==> src/core/tss_defs.vh <==
// Purpose: Shared constants of the transmitter set-up supervisor.
// Assumes: Included by bare name from the tss_top module only.
// Notes: Times are kept in their own unit; cycle counts other than TSS_SETTLE_CYC derive from them.
`ifndef TSS_DEFS_VH
`define TSS_DEFS_VH
// ----------------------------------------
// Register byte offsets
// ----------------------------------------
`define TSS_OFS_CTRL 8'h00
`define TSS_OFS_FWD_MIN 8'h04
`define TSS_OFS_RFL_MAX 8'h08
`define TSS_OFS_SER_ADDR 8'h0c
`define TSS_OFS_SID_LO 8'h10
`define TSS_OFS_SID_HI 8'h14
`define TSS_OFS_CAL0 8'h18
`define TSS_OFS_CAL3 8'h24
`define TSS_OFS_CHAN 8'h28
`define TSS_OFS_POWER 8'h2c
`define TSS_OFS_STATUS 8'h30
// ----------------------------------------
// Control fields and reset values
// ----------------------------------------
`define TSS_CTRL_OPERATE 0
`define TSS_CTRL_AUTO_STBY 1
`define TSS_CTRL_REMOTE 2
`define TSS_CTRL_RST 3'h5
`define TSS_SER_ADDR_RST 8'h05
`define TSS_FWD_MIN_RST 8'h20
`define TSS_RFL_MAX_RST 8'h20
`define TSS_POWER_RST 8'hff
`define TSS_CHAN_RST 8'h02
`define TSS_BLANK_CHAR 8'h20
`define TSS_CAL_FULL 255
`define TSS_BAR_PIXELS 40
// ----------------------------------------
// Timing
// ----------------------------------------
`define TSS_CLK_MHZ 10
`define TSS_TICK_US 100000
`define TSS_MODLOSS_MS 10000
`define TSS_FAULT_HOLD_MS 300000
`define TSS_SID_PERIOD_MS 900000
`define TSS_MODLOSS_TICKS (`TSS_MODLOSS_MS * 1000 / `TSS_TICK_US)
`define TSS_FAULT_HOLD_TICKS (`TSS_FAULT_HOLD_MS * 1000 / `TSS_TICK_US)
`define TSS_SID_PERIOD_TICKS (`TSS_SID_PERIOD_MS * 1000 / `TSS_TICK_US)
`define TSS_DEBOUNCE_US 2000
`define TSS_DEBOUNCE_CYC (`TSS_DEBOUNCE_US * `TSS_CLK_MHZ)
`define TSS_SETTLE_CYC 16
`endif

==> src/core/tss_top.v <==
// Purpose: Set-up supervisor: panel edits, protection, standby, station ID.
// Assumes: RF measurements and panel keys are synchronous to core_clk.
// Notes: Registers sit on an Avalon-MM slave with one wait cycle per access.
// Functional notes
// - Low forward power in operate: shutdown, hold.
// - After hold, re-enable, re-measure, maybe repeat.
// - Reflected above maximum: fold forward power down.
// - Reflected five percent over: shutdown, hold.
// - After reflected hold, re-enable and re-check.
// - Condition cleared: power climbs back automatically.
// - Modulation fault over ten seconds: auto standby.
// - Modulation fault clears: operate resumes.
// - Station ID triggered every fifteen minutes.
// - All-blank identifier disables station ID.
// - Serial address settable, defaults to five.
// - Calibration 0..255 shown on 40-pixel bar.
// - Changed value asks confirmation on next.
// - Accept needs both accept keys together.
// - Return needs both return keys together.
// - Plus raises the shown power or channel, minus lowers it.
// - Channel change goes straight to synthesizer.
// - Remote disabled: ignore terminal and serial commands.
// - Exit key leaves set-up to access screen.
// - Set-up values kept in non-volatile storage.
`timescale 1ns/100ps
`default_nettype none
`include "tss_defs.vh"
module tss_top #(
  parameter integer PRESCALE = `TSS_TICK_US * `TSS_CLK_MHZ,
  parameter integer DB_CYC = `TSS_DEBOUNCE_CYC,
  parameter integer SETTLE_CYC = `TSS_SETTLE_CYC
) (
  input wire core_clk,
  input wire nrst,
  input wire [7:0] address,
  input wire read,
  input wire write,
  input wire [31:0] writedata,
  output reg [31:0] readdata,
  output reg waitrequest,
  input wire key_plus,
  input wire key_minus,
  input wire key_next,
  input wire exit_key,
  input wire enter_key,
  input wire key_accept_a,
  input wire key_accept_b,
  input wire key_return_a,
  input wire key_return_b,
  input wire rem_operate,
  input wire rem_standby,
  input wire ser_cmd_valid,
  input wire ser_cmd_operate,
  input wire [7:0] fwd_pwr,
  input wire [7:0] rfl_pwr,
  input wire mod_fault,
  output reg tx_enable,
  output reg [7:0] power_drive,
  output reg [7:0] synth_chan,
  output reg synth_load,
  output reg sid_trigger,
  output reg nv_write,
  output reg in_setup,
  output reg confirm_prompt,
  output reg fault_fwd,
  output reg fault_rfl,
  output reg auto_standby
);
  // ----------------------------------------
  // States
  // ----------------------------------------
  localparam [2:0] UI_IDLE = 3'b001;
  localparam [2:0] UI_EDIT = 3'b010;
  localparam [2:0] UI_CONF = 3'b100;
  localparam [2:0] PR_RUN = 3'b001;
  localparam [2:0] PR_HOLD = 3'b010;
  localparam [2:0] PR_SETTLE = 3'b100;
  localparam integer NKEY = 9;

  reg [2:0] ui_reg;
  reg [2:0] pr_reg;
  reg [2:0] ctrl_reg;
  reg [7:0] fwd_min_reg;
  reg [7:0] rfl_max_reg;
  reg [7:0] ser_addr_reg;
  reg [31:0] sid_lo_reg;
  reg [7:0] sid_hi_reg;
  reg [7:0] cal_reg [0:3];
  reg [7:0] chan_reg;
  reg [7:0] power_reg;
  reg [7:0] shadow_reg;
  reg screen_reg;
  reg dirty_reg;
  reg [7:0] fold_reg;
  reg [7:0] settle_reg;
  reg [31:0] pre_reg;
  reg tick_reg;
  reg [NKEY-1:0] key_prev_reg;
  wire [NKEY-1:0] key_raw;
  wire [NKEY-1:0] key_db;
  wire [NKEY-1:0] key_rise;
  wire mod_done;
  wire hold_done;
  wire sid_done;
  wire sid_on;
  wire op_eff;
  wire rfl_over;
  wire rfl_trip;
  wire fwd_low;
  wire accept_hit;
  wire return_hit;
  wire bus_wr;
  reg [31:0] rd_next;
  reg [13:0] bar_prod;
  reg [7:0] cal_sel;
  integer i;

  // ----------------------------------------
  // Key conditioning
  // ----------------------------------------
  assign key_raw = {key_return_b, key_return_a, key_accept_b, key_accept_a,
                    enter_key, exit_key, key_next, key_minus, key_plus};

  genvar g;
  generate
    for (g = 0; g < NKEY; g = g + 1) begin : g_key
      tss_debounce #(.DB_CYC(DB_CYC)) u_db (
        .core_clk(core_clk),
        .nrst(nrst),
        .key_raw(key_raw[g]),
        .key_stable(key_db[g])
      );
    end
  endgenerate

  always @(posedge core_clk or negedge nrst) begin
    if (!nrst) begin
      key_prev_reg <= {NKEY{1'b0}};
    end else begin
      key_prev_reg <= key_db;
    end
  end
  assign key_rise = key_db & ~key_prev_reg;
  // A pair acts once, when the second key of it settles while the first is held.
  assign accept_hit = key_db[5] & key_db[6] & (key_rise[5] | key_rise[6]);
  assign return_hit = key_db[7] & key_db[8] & (key_rise[7] | key_rise[8]);

  // ----------------------------------------
  // Prescaler and interval timers
  // ----------------------------------------
  always @(posedge core_clk or negedge nrst) begin
    if (!nrst) begin
      pre_reg <= 32'h0;
      tick_reg <= 1'b0;
    end else if (pre_reg >= PRESCALE - 1) begin
      pre_reg <= 32'h0;
      tick_reg <= 1'b1;
    end else begin
      pre_reg <= pre_reg + 32'h1;
      tick_reg <= 1'b0;
    end
  end

  tss_interval #(.LIMIT(`TSS_MODLOSS_TICKS)) u_mod_tmr (
    .core_clk(core_clk),
    .nrst(nrst),
    .en(mod_fault & ctrl_reg[`TSS_CTRL_AUTO_STBY] & ~auto_standby),
    .tick(tick_reg),
    .done(mod_done)
  );

  tss_interval #(.LIMIT(`TSS_FAULT_HOLD_TICKS)) u_hold_tmr (
    .core_clk(core_clk),
    .nrst(nrst),
    .en(pr_reg == PR_HOLD),
    .tick(tick_reg),
    .done(hold_done)
  );

  tss_interval #(.LIMIT(`TSS_SID_PERIOD_TICKS)) u_sid_tmr (
    .core_clk(core_clk),
    .nrst(nrst),
    .en(sid_on),
    .tick(tick_reg),
    .done(sid_done)
  );

  assign sid_on = ~((sid_lo_reg == {4{`TSS_BLANK_CHAR}}) &&
                    (sid_hi_reg == `TSS_BLANK_CHAR));

  // ----------------------------------------
  // Protection
  // ----------------------------------------
  assign op_eff = ctrl_reg[`TSS_CTRL_OPERATE] & ~auto_standby;
  assign fwd_low = (fwd_pwr <= fwd_min_reg);
  assign rfl_over = (rfl_pwr > rfl_max_reg);
  // Five percent over the limit, done as 20*rfl >= 21*max to avoid a divider.
  assign rfl_trip = ({5'h0, rfl_pwr} * 13'd20) >= ({5'h0, rfl_max_reg} * 13'd21);

  always @(posedge core_clk or negedge nrst) begin
    if (!nrst) begin
      pr_reg <= PR_RUN;
      settle_reg <= 8'h0;
      fold_reg <= 8'h0;
      fault_fwd <= 1'b0;
      fault_rfl <= 1'b0;
      tx_enable <= 1'b0;
      power_drive <= 8'h0;
      auto_standby <= 1'b0;
      sid_trigger <= 1'b0;
    end else begin
      if (mod_done) begin
        auto_standby <= 1'b1;
      end else if (!mod_fault) begin
        auto_standby <= 1'b0;
      end
      sid_trigger <= sid_done & sid_on;
      case (pr_reg)
        PR_RUN: begin
          tx_enable <= op_eff;
          // The detector reads zero until the output is on, so judge it only then.
          if (op_eff && tx_enable && fwd_low) begin
            pr_reg <= PR_HOLD;
            fault_fwd <= 1'b1;
            tx_enable <= 1'b0;
          end else if (op_eff && rfl_trip) begin
            pr_reg <= PR_HOLD;
            fault_rfl <= 1'b1;
            tx_enable <= 1'b0;
          end else if (tick_reg && rfl_over && fold_reg != power_reg) begin
            fold_reg <= fold_reg + 8'h1;
          end else if (tick_reg && !rfl_over && fold_reg != 8'h0) begin
            fold_reg <= fold_reg - 8'h1;
          end
        end
        PR_HOLD: begin
          tx_enable <= 1'b0;
          if (hold_done) begin
            pr_reg <= PR_SETTLE;
            settle_reg <= 8'h0;
            tx_enable <= 1'b1;
          end
        end
        PR_SETTLE: begin
          // The detectors need a moment after re-enable before they are trusted.
          tx_enable <= 1'b1;
          if (settle_reg >= SETTLE_CYC[7:0] - 8'h1) begin
            if (fwd_low) begin
              pr_reg <= PR_HOLD;
              fault_fwd <= 1'b1;
              tx_enable <= 1'b0;
            end else if (rfl_trip) begin
              pr_reg <= PR_HOLD;
              fault_rfl <= 1'b1;
              tx_enable <= 1'b0;
            end else begin
              pr_reg <= PR_RUN;
              fault_fwd <= 1'b0;
              fault_rfl <= 1'b0;
            end
          end else begin
            settle_reg <= settle_reg + 8'h1;
          end
        end
        default: begin
          pr_reg <= PR_RUN;
        end
      endcase
      power_drive <= (fold_reg > power_reg) ? 8'h0 : power_reg - fold_reg;
    end
  end

  // ----------------------------------------
  // Register read mux and calibration bar
  // ----------------------------------------
  always @* begin
    cal_sel = cal_reg[address[3:2] - 2'h2];
    bar_prod = ({6'h0, cal_sel} * 14'd40) / 14'd255;
    rd_next = 32'h0;
    case (address)
      `TSS_OFS_CTRL: rd_next = {29'h0, ctrl_reg};
      `TSS_OFS_FWD_MIN: rd_next = {24'h0, fwd_min_reg};
      `TSS_OFS_RFL_MAX: rd_next = {24'h0, rfl_max_reg};
      `TSS_OFS_SER_ADDR: rd_next = {24'h0, ser_addr_reg};
      `TSS_OFS_SID_LO: rd_next = sid_lo_reg;
      `TSS_OFS_SID_HI: rd_next = {24'h0, sid_hi_reg};
      `TSS_OFS_CHAN: rd_next = {24'h0, chan_reg};
      `TSS_OFS_POWER: rd_next = {24'h0, power_reg};
      `TSS_OFS_STATUS: rd_next = {16'h0, fold_reg, sid_on, pr_reg, dirty_reg,
                                 auto_standby, fault_rfl, fault_fwd};
      default: begin
        if (address >= `TSS_OFS_CAL0 && address <= `TSS_OFS_CAL3 &&
            address[1:0] == 2'h0) begin
          rd_next = {10'h0, bar_prod[5:0], 8'h0, cal_sel};
        end
      end
    endcase
  end

  // ----------------------------------------
  // Bus slave, panel state machine and set-up registers
  // ----------------------------------------
  assign bus_wr = write & ~waitrequest;

  always @(posedge core_clk or negedge nrst) begin
    if (!nrst) begin
      waitrequest <= 1'b1;
      readdata <= 32'h0;
      ui_reg <= UI_IDLE;
      ctrl_reg <= `TSS_CTRL_RST;
      fwd_min_reg <= `TSS_FWD_MIN_RST;
      rfl_max_reg <= `TSS_RFL_MAX_RST;
      ser_addr_reg <= `TSS_SER_ADDR_RST;
      sid_lo_reg <= {4{`TSS_BLANK_CHAR}};
      sid_hi_reg <= `TSS_BLANK_CHAR;
      for (i = 0; i < 4; i = i + 1) begin
        cal_reg[i] <= 8'h80;
      end
      chan_reg <= `TSS_CHAN_RST;
      power_reg <= `TSS_POWER_RST;
      shadow_reg <= 8'h0;
      screen_reg <= 1'b0;
      dirty_reg <= 1'b0;
      synth_chan <= `TSS_CHAN_RST;
      synth_load <= 1'b0;
      nv_write <= 1'b0;
      in_setup <= 1'b0;
      confirm_prompt <= 1'b0;
    end else begin
      synth_load <= 1'b0;
      nv_write <= 1'b0;
      // One wait cycle: data is fetched now and stands when waitrequest drops.
      if ((read | write) && waitrequest) begin
        waitrequest <= 1'b0;
        readdata <= rd_next;
      end else begin
        waitrequest <= 1'b1;
      end
      if (bus_wr) begin
        nv_write <= 1'b1;
        case (address)
          `TSS_OFS_CTRL: ctrl_reg <= writedata[2:0];
          `TSS_OFS_FWD_MIN: fwd_min_reg <= writedata[7:0];
          `TSS_OFS_RFL_MAX: rfl_max_reg <= writedata[7:0];
          `TSS_OFS_SER_ADDR: ser_addr_reg <= writedata[7:0];
          `TSS_OFS_SID_LO: sid_lo_reg <= writedata;
          `TSS_OFS_SID_HI: sid_hi_reg <= writedata[7:0];
          `TSS_OFS_CHAN: begin
            chan_reg <= writedata[7:0];
            synth_chan <= writedata[7:0];
            synth_load <= 1'b1;
          end
          `TSS_OFS_POWER: power_reg <= writedata[7:0];
          default: begin
            if (address >= `TSS_OFS_CAL0 && address <= `TSS_OFS_CAL3 &&
                address[1:0] == 2'h0) begin
              cal_reg[address[3:2] - 2'h2] <= writedata[7:0];
            end else begin
              nv_write <= 1'b0;
            end
          end
        endcase
      end else if (ctrl_reg[`TSS_CTRL_REMOTE] && (rem_operate || rem_standby)) begin
        ctrl_reg[`TSS_CTRL_OPERATE] <= rem_operate;
      end else if (ctrl_reg[`TSS_CTRL_REMOTE] && ser_cmd_valid) begin
        ctrl_reg[`TSS_CTRL_OPERATE] <= ser_cmd_operate;
      end
      case (ui_reg)
        UI_IDLE: begin
          in_setup <= 1'b0;
          confirm_prompt <= 1'b0;
          if (key_rise[4]) begin
            ui_reg <= UI_EDIT;
            in_setup <= 1'b1;
            screen_reg <= 1'b0;
            shadow_reg <= power_reg;
            dirty_reg <= 1'b0;
          end
        end
        UI_EDIT: begin
          if (key_rise[3]) begin
            ui_reg <= UI_IDLE;
            in_setup <= 1'b0;
            dirty_reg <= 1'b0;
            if (dirty_reg && screen_reg) begin
              synth_chan <= chan_reg;
              synth_load <= 1'b1;
            end
          end else if (key_rise[0] && shadow_reg != 8'hff) begin
            shadow_reg <= shadow_reg + 8'h1;
            dirty_reg <= 1'b1;
            if (screen_reg) begin
              synth_chan <= shadow_reg + 8'h1;
              synth_load <= 1'b1;
            end
          end else if (key_rise[1] && shadow_reg != 8'h0) begin
            shadow_reg <= shadow_reg - 8'h1;
            dirty_reg <= 1'b1;
            if (screen_reg) begin
              synth_chan <= shadow_reg - 8'h1;
              synth_load <= 1'b1;
            end
          end else if (key_rise[2]) begin
            if (dirty_reg) begin
              ui_reg <= UI_CONF;
              confirm_prompt <= 1'b1;
            end else begin
              screen_reg <= ~screen_reg;
              shadow_reg <= screen_reg ? power_reg : chan_reg;
            end
          end
        end
        UI_CONF: begin
          if (accept_hit) begin
            ui_reg <= UI_EDIT;
            confirm_prompt <= 1'b0;
            dirty_reg <= 1'b0;
            nv_write <= 1'b1;
            if (screen_reg) begin
              chan_reg <= shadow_reg;
            end else begin
              power_reg <= shadow_reg;
            end
            screen_reg <= ~screen_reg;
            shadow_reg <= screen_reg ? power_reg : chan_reg;
          end else if (return_hit) begin
            ui_reg <= UI_EDIT;
            confirm_prompt <= 1'b0;
            dirty_reg <= 1'b0;
            shadow_reg <= screen_reg ? chan_reg : power_reg;
            if (screen_reg) begin
              synth_chan <= chan_reg;
              synth_load <= 1'b1;
            end
          end
        end
        default: begin
          ui_reg <= UI_IDLE;
        end
      endcase
    end
  end
endmodule // tss_top
`default_nettype wire

==> src/core/tss_debounce.v <==
// Purpose: Debounces one front-panel key.
// Assumes: Key level is synchronous to core_clk.
// Notes: The output changes only after the input held steady for DB_CYC cycles.
`timescale 1ns/100ps
`default_nettype none
module tss_debounce #(
  parameter integer DB_CYC = 20000
) (
  input wire core_clk,
  input wire nrst,
  input wire key_raw,
  output reg key_stable
);
  reg [31:0] cnt_reg;

  always @(posedge core_clk or negedge nrst) begin
    if (!nrst) begin
      cnt_reg <= 32'h0;
      key_stable <= 1'b0;
    end else if (key_raw == key_stable) begin
      cnt_reg <= 32'h0;
    end else if (cnt_reg >= DB_CYC - 1) begin
      cnt_reg <= 32'h0;
      key_stable <= key_raw;
    end else begin
      cnt_reg <= cnt_reg + 32'h1;
    end
  end
endmodule // tss_debounce
`default_nettype wire

==> src/core/tss_interval.v <==
// Purpose: Counts prescaler ticks while enabled and pulses at the limit.
// Assumes: tick is a one-cycle pulse from the shared prescaler.
// Notes: Dropping en clears the count, so a broken condition restarts timing.
`timescale 1ns/100ps
`default_nettype none
module tss_interval #(
  parameter integer LIMIT = 100
) (
  input wire core_clk,
  input wire nrst,
  input wire en,
  input wire tick,
  output reg done
);
  reg [15:0] cnt_reg;

  always @(posedge core_clk or negedge nrst) begin
    if (!nrst) begin
      cnt_reg <= 16'h0;
      done <= 1'b0;
    end else begin
      done <= 1'b0;
      if (!en) begin
        cnt_reg <= 16'h0;
      end else if (tick) begin
        if (cnt_reg == LIMIT[15:0] - 16'h1) begin
          cnt_reg <= 16'h0;
          done <= 1'b1;
        end else begin
          cnt_reg <= cnt_reg + 16'h1;
        end
      end
    end
  end
endmodule // tss_interval
`default_nettype wire

==> config.mk <==
export PLATFORM = sky130hd
export DESIGN_NAME = tss_top
export DESIGN_NICKNAME = d
export VERILOG_FILES = /design/src/core/tss_top.v /design/src/core/tss_debounce.v /design/src/core/tss_interval.v
export VERILOG_INCLUDE_DIRS = /design/src /design/src/core
export SDC_FILE = /design/constraint.sdc
export NUM_CORES = 1
export LEC_CHECK = 0
export BUFFER_PORTS_ARGS = -buffer_cell sky130_fd_sc_hd__buf_2
export CORE_ASPECT_RATIO = 2
export CORE_MARGIN = 3
export CORE_UTILIZATION = 40
export CTS_CLUSTER_SIZE = 12
export DETAILED_ROUTE_END_ITERATION = 10
export HOLD_SLACK_MARGIN = 0.1
export PLACE_DENSITY = 0.65
export SYNTH_ARGS = -nofsm -noshare
export SYNTH_HDL_FRONTEND = slang
export SYNTH_SLANG_ARGS = --single-unit
==> constraint.sdc <==
create_clock -name core_clk -period 4.9 [get_ports core_clk]
set_clock_uncertainty 0.05 [all_clocks]
set_input_delay 0.735 -clock core_clk [delete_from_list [all_inputs] [get_ports core_clk]]
set_output_delay 0.735 -clock core_clk [all_outputs]
set_load 0.02 [all_outputs]
==> metrics.md, run 1 <==
| Metric | Value |
|---|---|
| Status | `finished clean` |
| Initial antenna violation count | `3` |
| Number of synthesized flops with an enable pin | `0` |
| Power density over the cells | `347 nW/µm²` |
| CP Data Required Time | `5.40 ns` |
| Die area | `73,600 µm²` |
| Crit path top cell by count | `ha_1` |
| Number of clock sinks | `595` |
| Post-DR wirelength/cell | `17.7 µm` |
| Adder-Cell Fraction of Synth Area | `5.36%` |
| Mux cell area share after synthesis | `6.19%` |
| Rel. slew slack | `18.4%` |
| Largest family of logic cells by synthesized area | `simple AND/OR/NAND/NOR gates` |
| Util after Layout | `47.5%` |
| Mapped cell area | `28,100 µm²` |
| Initial DRC Count | `1,053` |
| Leakage | `14.9 nW` |
| Port bufs | `131` |
| Total power | `0.0114 W` |
| Die height | `381 µm` |
| GRT Overall Usage | `19.0%` |
| Pre-CTS setup slack | `-0.491 ns` |
| DRT Pass-1 Iters | `7` |
| Max Cap Viol | `0` |
| Final Net Count | `3,231` |
| Layout Area Growth over Synthesis | `17.0%` |
| Residual DRC | `0` |
| Final worst slack | `0.147 ns` |
| Synth Area in Simple Gates | `16.9%` |
| Antenna viol nets, final | `0` |
| Layout Cells excl Fill | `3,973` |
| Max reg flops | `288` |
| Crit Path Class | `register to register` |
| Critical Path Fanout Max | `4` |
| Main synth FF type | `dfrtp_1` |
| Hold Crit Class | `input pin to register` |
| Hpwl dp | `52,300 µm` |
| CTS tree | `done` |
| Largest net degree at the start of global routing | `106` |
| Layout cells sized above 1 | `15.8%` |
| Post-synthesis register bit count | `595` |
| Cell taking the most area after synthesis | `dfrtp_1` |
| Yosys Warn Count | `0` |
| Period Utilization, post-route | `97.0%` |
| Synth cell types | `85` |
| Site Rows | `136` |
| Synth Area in XOR/XNOR | `6.58%` |
| Clk buf depth | `3` |
| Ys async rst share | `100%` |
| Top cell type's share of synthesized area | `50.5%` |
| Placed insts | `3,873` |
| Synth Area in Compound Gates | `9.42%` |
| Sum Neg Setup Slack | `0 ns` |
| Starting Density | `40.6%` |
| Slew @ Worst Pin | `1.21 ns` |
| Htree depth | `2` |
| Final setup violation count | `0` |
| Max-slew violations | `0` |
| Worst path max stage delay | `0.48 ns` |
| Worst vdd ir | `0.296 mV` |
| Post-synthesis sequential area ratio | `53.2%` |
| Period minus WS final | `4.75 ns` |
| GP Congestion | `1.03` |
| Crit path launch type | `register` |
| Chip Width | `193 µm` |
| Worst path arrival time | `5.25 ns` |
| Endpoints failing hold | `0` |
| Syn Inst Count | `2,666` |
| Root buffer cell | `clkbuf_16` |
| Setup crit end kind | `register` |
| Vias after detailed routing | `20,600` |
| Critical Path, Cell by Cell | `mux4_2 > ha_1 > ha_2 > fa_2 > a211o_1 > a21oi_1 > a21oi_2 > nand4_1 > mux2_2 > nor2_1 > a32o_2 > o311ai_1 > mux2i_1 > ha_1 > nor2b_1 > mux2_1 > a31oi_1` |
| First-pass GRT wire length | `113,000 µm` |
| Core Region | `69,100 µm²` |
| Top post-synthesis cells by area | `dfrtp_1 51%, ha_1 4.9%, nor2_1 4.8%` |
| Clk Latency, worst-skew pair | `0.62 ns` |
| I/O Pins | `132` |
| Inserted Clock Buffers | `56` |
| Clock transition at the registers of the reported paths | `0.07 ns` |
| Slowest-stage cell, CP | `mux4_2` |
| Post-Route WL | `70,400 µm` |
| GRT overflow | `0` |
| Vias per cell | `5.19` |
| Peak Freq | `210 MHz` |
| Vias in the first global route | `21,400` |
| Syn Area/Cell | `10.5 µm²` |
## cell usage after synthesis (12+ instances only)
master and number:
dfrtp_1 567, nor2_1 362, nand2_1 216, nand3_1 129, xor2_1 122, a21oi_1 114, ha_1 109, o21ai_0 109
mux2_2 106, xnor2_1 89, inv_1 85, clkbuf_1 73, nor4_1 66, nand4_1 50, and3_1 46, dfstp_2 28
mux2i_1 27, nor3_1 25, a21o_1 23, nand2b_1 23, nor2b_1 22, a31oi_1 21, a22oi_1 19, o21a_1 15
and2_1 12, buf_1 12
## placed cells by master, fill, tap and decap left out, types with 28 or more instances in the layout
| master | netlist | final |
|---|---|---|
| buf_2 | 2 | 129 |
| xnor2_1 | 89 | 89 |
| clkbuf_16 | 0 | 57 |
| nand4_1 | 50 | 50 |
| o21ai_0 | 109 | 106 |
| clkbuf_1 | 73 | 28 |
| a21oi_1 | 114 | 110 |
| mux2_2 | 106 | 106 |
| nand3_1 | 129 | 128 |
| dfstp_2 | 28 | 28 |
| nor4_1 | 66 | 66 |
| and3_1 | 46 | 46 |
| dfrtp_1 | 567 | 567 |
| conb_1 | 2 | 166 |
| nor2_1 | 362 | 361 |
| inv_1 | 85 | 83 |
| buf_4 | 0 | 102 |
| ha_1 | 109 | 104 |
| xor2_1 | 122 | 122 |
| nand2_1 | 216 | 216 |
## worst paths after layout
kind                                                 end  slack, ns      startpoint  depth (start not counted)
worst max-delay path                        readdata[16]       0.15     cal_reg[11]                         17
worst min-delay path                      sid_lo_reg[16]       0.27   writedata[16]                          2
worst max register to register              readdata[16]       0.15     cal_reg[11]                         17
worst min register to register              auto_standby       0.38  u_mod_tmr.done                          1
max in group asynchronous       g_key[5].u_db.key_stable       2.99            nrst                          3
min in group asynchronous           u_sid_tmr.cnt_reg[7]       0.67            nrst                          2
## layout make-up
type,instances,area (µm²)
flip-flops and latches,595,14900
diodes,1,2.50
clock buffers,88,1570
well taps,897,1120
fillers,6483,36200
multi-input cells,2060,13200
repair buffers,242,1600
inverters,86,323
clock inverters,4,106
## through the flow
stage,cell area (µm²),hold slack [ns]
detailed placement,31000,0.372
CTS,32700,0.234
finish,32800,0.275
global route,32800,0.257
global placement,31000,0.360
floorplan,28800,0.354
## critical path: cells and delay by family (launching register included)
family                     cells  cell delay [ns]
AOI/OAI and AO/OA              6             1.18
adders and majority gates      4             1.17
DFF                            1             0.40
muxes                          4             1.45
and+or+nand+nor                3             0.45
## where the power goes
part | leakage, nW | total [W] | internal (W) | switching, W
registers | 7.62 | 0.00558 | 0.00522 | 0.000367
clock network | 0.804 | 0.00407 | 0.00229 | 0.00178
logic | 6.50 | 0.00175 | 0.000673 | 0.00108
total | 14.9 | 0.0114 | 0.00818 | 0.00323
## metal layers
layer	track usage [%]	part of all wire, %	wire length, µm
met3	3.34	4.8	3370
met5	0	0.038	27
met2	36.0	54	37800
met4	11.2	6.4	4490
met1	19.1	35	24700
## repair_timing
action,CTS,global route
endpoints found under the setup margin,1,10
buffers inserted,0,5
resized for setup,0,17
hold buffers,1,0
endpoints found under the hold margin,5,0
cloned,0,1
pin swaps,1,15
## cell families (layout without fill, tap and decap cells)
| group | after synthesis | after routing |
|---|---|---|
| xor+xnor | 211 | 211 |
| simple gates | 1004 | 1004 |
| fa+ha+maj | 116 | 116 |
| other cells | 2 | 167 |
| compound gates | 415 | 415 |
| mux | 148 | 148 |
| buf+inv | 175 | 420 |
| flops | 595 | 595 |
No activity file was read; power rests on OpenSTA's default activity.
==> run 2: changes to the inputs <==
==> constraint.sdc (replaced) <==
create_clock -name core_clk -period 4.9 [get_ports core_clk]
set_clock_uncertainty 0.05 [all_clocks]
set_input_delay 0.98 -clock core_clk [delete_from_list [all_inputs] [get_ports core_clk]]
set_output_delay 0.98 -clock core_clk [all_outputs]
set_load 0.02 [all_outputs]
==> metrics.md, run 2 (same netlist as run 1, synthesis figures left out) <==
| Metric | Value |
|---|---|
| Site Rows | `136` |
| Total power | `0.0113 W` |
| Area of the multi-input gates | `13,300 µm²` |
| CP Data Required Time | `5.37 ns` |
| Leakage | `14.9 nW` |
| Core Region | `69,100 µm²` |
| Post-DR wirelength/cell | `17.4 µm` |
| Hold_ws | `0.349 ns` |
| Worst path arrival time | `5.28 ns` |
| Final setup violation count | `0` |
| R2R depth | `23` |
| Vias per cell | `5.23` |
| Clk Latency, worst-skew pair | `0.60 ns` |
| Max-slew violations | `0` |
| Port bufs | `131` |
| Cell Area, Placed | `31,100 µm²` |
| GRT overflow | `0` |
| Max reg flops | `288` |
| R2r startpoint | `rfl_max_reg[2]` |
| Max Cap Viol | `0` |
| DRT Pass-1 Iters | `8` |
| Power density over the cells | `344 nW/µm²` |
| Die area | `73,600 µm²` |
| Period Utilization, post-route | `98.2%` |
| Setup crit end kind | `register` |
| Crit path launch type | `input pin` |
| Pre-CTS setup slack | `-0.738 ns` |
| Buf+Inv Stages, Crit Path | `1` |
| Critical Path Fanout Max | `7` |
| Worst path max stage delay | `0.57 ns` |
| Clk buf depth | `3` |
| Crit path max-delay family | `multiplexers` |
| CTS tree | `done` |
| Layout cells sized above 1 | `16.4%` |
| Inserted Clock Buffers | `56` |
| Antenna viol nets, final | `0` |
| Setup slack, reg-to-reg | `0.21 ns` |
| Crit path top cell by count | `ha_4` |
| Post-Route WL | `69,400 µm` |
| Register area | `14,900 µm²` |
| GRT Overall Usage | `18.6%` |
| Crit Path Class | `input pin to register` |
| Worst vdd ir | `0.252 mV` |
| Peak Freq | `208 MHz` |
| Endpoints failing hold | `0` |
| Clock transition at the registers of the reported paths | `0.06 ns` |
| Final worst slack | `0.0881 ns` |
| I/O Pins | `132` |
| Final Net Count | `3,238` |
| Number of clock sinks | `595` |
| Vias in the first global route | `21,500` |
| Initial antenna violation count | `1` |
| Rel. slew slack | `21.3%` |
| Layout Area Growth over Synthesis | `17.3%` |
| Unrepaired setup endpoints after global routing | `true` |
| Hpwl dp | `51,100 µm` |
| Slowest-stage cell, CP | `mux4_2` |
| Largest net degree at the start of global routing | `95` |
| Commonest non-fill, non-tap cells in the layout | `566 x dfrtp_1, 360 x nor2_1, 216 x nand2_1` |
| Util after Layout | `47.7%` |
| Slew @ Worst Pin | `1.17 ns` |
| Die height | `381 µm` |
| First-pass GRT wire length | `112,000 µm` |
| GP Congestion | `0.997` |
| Starting Density | `40.6%` |
| Status | `finished clean` |
| Chip Width | `193 µm` |
| Commonest non-fill, non-tap cell in the layout | `dfrtp_1` |
| Final Cell Area | `32,900 µm²` |
| Htree depth | `2` |
| Hold Crit Class | `input pin to asynchronous set/reset pin` |
| Initial DRC Count | `1,043` |
| Vias after detailed routing | `20,800` |
| Root buffer cell | `clkbuf_16` |
| Filler cell count | `6,439` |
| Period minus WS final | `4.81 ns` |
| Critical Path, Cell by Cell | `buf_6 > mux4_2 > ha_4 > ha_4 > fa_2 > a211o_4 > a21o_1 > a21oi_4 > xor2_2 > mux2_4 > and4_1 > a32o_2 > o311ai_1 > mux2i_2 > ha_1 > nor2b_1 > mux2_1 > a31oi_1` |
| Reg2reg end | `fold_reg[0]` |
| Residual DRC | `0` |
==> run 2: cell count changes in the layout (fill, tap and decap cells not counted), moves of 2 or more <==
cell | before | now
clkbuf_8 | 3 | 0
a21oi_4 | 2 | 4
buf_4 | 102 | 110
clkinv_2 | 0 | 2
bufinv_16 | 2 | 0
clkbuf_1 | 28 | 30
ha_1 | 104 | 102
a21oi_1 | 110 | 107
ha_4 | 3 | 6
==> run 2: per-stage QoR <==
step	TNS, ns	cells
3_5_place_dp	-1.75	3876
3_3_place_gp	-1.63	3876
2_1_floorplan	-0.177	2830
6_report	0	3980
4_1_cts	0	3969
5_1_grt	-0.143	3979
==> run 2: cell type report <==
type	count	share of cell area (%)
diodes	1	0.00760
clock buffers	87	4.67
clock inverters	5	0.198
inverters	86	0.980
multi-input cells	2060	40.4
flip-flops and latches	595	45.3
well taps	897	3.41
repair buffers	249	4.99
==> run 2: where the power goes <==
part | total, W | switching, W | internal, W
Clock | 0.00397 | 0.00182 | 0.00215
Sequential | 0.00560 | 0.000381 | 0.00522
Combinational | 0.00176 | 0.00109 | 0.000675
Total | 0.0113 | 0.00329 | 0.00804
==> run 2: routing by layer <==
metal	GRT usage [%]	vias up	wire length (µm)
li1	-	9942	-
met2	34.8	491	36800
met5	0	-	0
met4	11.9	0	5120
met1	19.1	10200	24600
met3	2.79	198	2950
==> run 2: repair_timing <==
action / 4_1_cts / 5_1_grt
hold buffers: 0 / 0
pin swaps: 0 / 17
gates resized for setup: 2 / 37
gates cloned: 0 / 1
setup buffers: 1 / 9
hold endpoints to repair: 0 / 0
setup endpoints to repair: 1 / 10
==> run 2: how the worst max path moves through the flow <==
| stage | startpoint | cells after the start | endpoint | slack, ns |
|---|---|---|---|---|
| floorplan | address[2] | 17 | readdata[16] | -0.18 |
| global placement | address[2] | 18 | readdata[16] | -0.69 |
| detailed placement | address[2] | 18 | readdata[16] | -0.74 |
| CTS | rfl_max_reg[2] | 23 | fold_reg[7] | 0.002 |
| global route | address[2] | 18 | readdata[16] | -0.06 |
| finish | address[2] | 18 | readdata[16] | 0.09 |
==> run 3: changes to the inputs <==
--- a/config.mk
+++ b/config.mk
@@ -9,11 +9,11 @@
 export BUFFER_PORTS_ARGS = -buffer_cell sky130_fd_sc_hd__buf_2
 export CORE_ASPECT_RATIO = 2
 export CORE_MARGIN = 3
-export CORE_UTILIZATION = 40
+export CORE_UTILIZATION = 55
 export CTS_CLUSTER_SIZE = 12
 export DETAILED_ROUTE_END_ITERATION = 10
 export HOLD_SLACK_MARGIN = 0.1
-export PLACE_DENSITY = 0.65
+export PLACE_DENSITY = 0.82
 export SYNTH_ARGS = -nofsm -noshare
 export SYNTH_HDL_FRONTEND = slang
 export SYNTH_SLANG_ARGS = --single-unit
==> metrics.md, run 3 (same netlist as run 1, synthesis figures left out) <==
| Metric | Value |
|---|---|
| Status | `finished clean` |
| Critical Path, Cell by Cell | `buf_8 > buf_8 > buf_4 > mux4_2 > ha_1 > ha_2 > nand3_1 > or3_1 > a21boi_2 > buf_4 > nand2_1 > mux2i_1 > nand3_2 > a21oi_4 > xnor2_2 > mux2i_1 > ha_1 > nor2b_1 > mux2_4 > a31oi_4` |
| Slew @ Worst Pin | `1.09 ns` |
| Setup slack, reg-to-reg | `0.26 ns` |
| Clock transition at the registers of the reported paths | `0.06 ns` |
| Buf+Inv Stages, Crit Path | `4` |
| Site Rows | `116` |
| Endpoints failing hold | `0` |
| First-pass GRT wire length | `117,000 µm` |
| Vias per cell | `5.86` |
| Vias in the first global route | `23,400` |
| Slowest-stage cell, CP | `mux4_2` |
| Placed insts | `3,614` |
| Worst Setup SP | `address[2]` |
| Clk buf depth | `3` |
| Sum Neg Setup Slack | `0 ns` |
| Max reg flops | `288` |
| Layout cells sized above 1 | `16.2%` |
| I/O Pins | `132` |
| Top Usage Layer GRT | `met2` |
| Post-Route WL | `72,000 µm` |
| Final Cell Area | `32,600 µm²` |
| Setup crit end kind | `register` |
| Period minus WS final | `4.74 ns` |
| Initial DRC Count | `1,560` |
| Largest net degree at the start of global routing | `120` |
| Worst path max stage delay | `0.51 ns` |
| GRT overflow | `0` |
| Die area | `54,000 µm²` |
| Hold Crit Class | `input pin to asynchronous set/reset pin` |
| Htree depth | `2` |
| Final Net Count | `3,222` |
| DRT Pass-1 Iters | `8` |
| Starting Density | `55.9%` |
| Layout Cells excl Fill | `3,707` |
| Peak Freq | `211 MHz` |
| Crit path launch type | `input pin` |
| Leakage | `14.9 nW` |
| Commonest non-fill, non-tap cells in the layout | `566 x dfrtp_1, 359 x nor2_1, 216 x nand2_1` |
| CTS tree | `done` |
| Crit path max-delay family | `multiplexers` |
| Final setup violation count | `0` |
| Antenna viol nets, final | `0` |
| Residual DRC | `0` |
| Util after Layout | `64.9%` |
| Hpwl dp | `51,400 µm` |
| Inserted Clock Buffers | `56` |
| GP Congestion | `0.986` |
| Filler cell count | `3,759` |
| R2r startpoint | `rfl_max_reg[3]` |
| Port bufs | `131` |
| Met1 Resource Use GR | `26.7%` |
| Critical Path Fanout Max | `6` |
| Period Utilization, post-route | `96.8%` |
| Cell Area, Placed | `30,600 µm²` |
| Die height | `326 µm` |
| Area of the multi-input gates | `13,400 µm²` |
| Layout Area Growth over Synthesis | `16.1%` |
| Number of clock sinks | `595` |
| Initial antenna violation count | `2` |
| CP Data Required Time | `5.38 ns` |
| Root buffer cell | `clkbuf_16` |
| GR Layer Usage met3 | `4.12%` |
| GRT Overall Usage | `26.6%` |
| Power density over the cells | `349 nW/µm²` |
| GRT met2 Usage | `49.3%` |
| Chip Width | `166 µm` |
| Crit Path Class | `input pin to register` |
| Max Cap Viol | `0` |
| Clk Latency, worst-skew pair | `0.62 ns` |
| Commonest non-fill, non-tap cell in the layout | `dfrtp_1` |
| Max-slew violations | `0` |
| Rel. slew slack | `26.6%` |
| Worst vdd ir | `0.267 mV` |
| Register area | `14,900 µm²` |
| Post-DR wirelength/cell | `19.4 µm` |
| Vias after detailed routing | `21,700` |
| Worst path arrival time | `5.23 ns` |
| Core Region | `50,200 µm²` |
| Post-cts hold buffer count | `0` |
run 3: layer usage:
metal  vias to the layer above  part of all wire, %
met3                       323                  4.8
met2                       768                   53
met1                     10700                   34
met5                         -                    0
met4                         0                  8.1
li1                       9899                    -
run 3: final timing paths:
path	endpoint	cells past startpoint
worst max-delay path	readdata[16]	20
worst min-delay path	g_key[6].u_db.cnt_reg[23]	1
worst max register to register	fold_reg[7]	22
worst min register to register	auto_standby	1
max in group asynchronous	g_key[8].u_db.cnt_reg[18]	2
min in group core_clk	auto_standby	1
run 3: cell type report:
cell class / count / share of cell area (%)
Timing Repair Buffer: 233 / 4.64
Antenna cell: 2 / 0.0154
Multi-Input combinational cell: 2060 / 41.1
Sequential cell: 595 / 45.8
Clock inverter: 5 / 0.322
Inverter: 86 / 0.990
Clock buffer: 77 / 4.64
Tap cell: 649 / 2.49
run 3: timing repair:
item,in CTS,in global routing
pin swaps,2,21
endpoints found under the setup margin,3,10
gates resized for setup,9,45
setup buffers,1,7
cloned,0,1
endpoints found under the hold margin,0,0
run 3: power breakdown:
group	leakage, nW	total [W]	switching (W)	internal, W
registers	7.61	0.00557	0.000355	0.00522
logic	6.50	0.00178	0.00111	0.000675
clock network	0.784	0.00401	0.00178	0.00224
run 3: worst reg2reg max path, delay by kind of cell, from the launching register on:
family	cells	cell delay [ns]
AOI/OAI and AO/OA	9	1.69
xor gates and xnor gates	2	0.25
adders and majority gates	5	1.53
buffers and inverters	4	0.38
DFF	1	0.45
and+or+nand+nor	2	0.19
run 3: per-stage QoR:
stage	hold WS, ns	setup slack [ns]	total power [W]
6_report	0.331	0.158	0.0114
5_1_grt	0.389	-0.0297	0.0118
4_1_cts	0.365	-0.0135	0.0114
3_5_place_dp	0.379	-0.706	0.00735
3_3_place_gp	0.364	-0.592	0.00729
2_1_floorplan	0.354	-0.177	0.00667
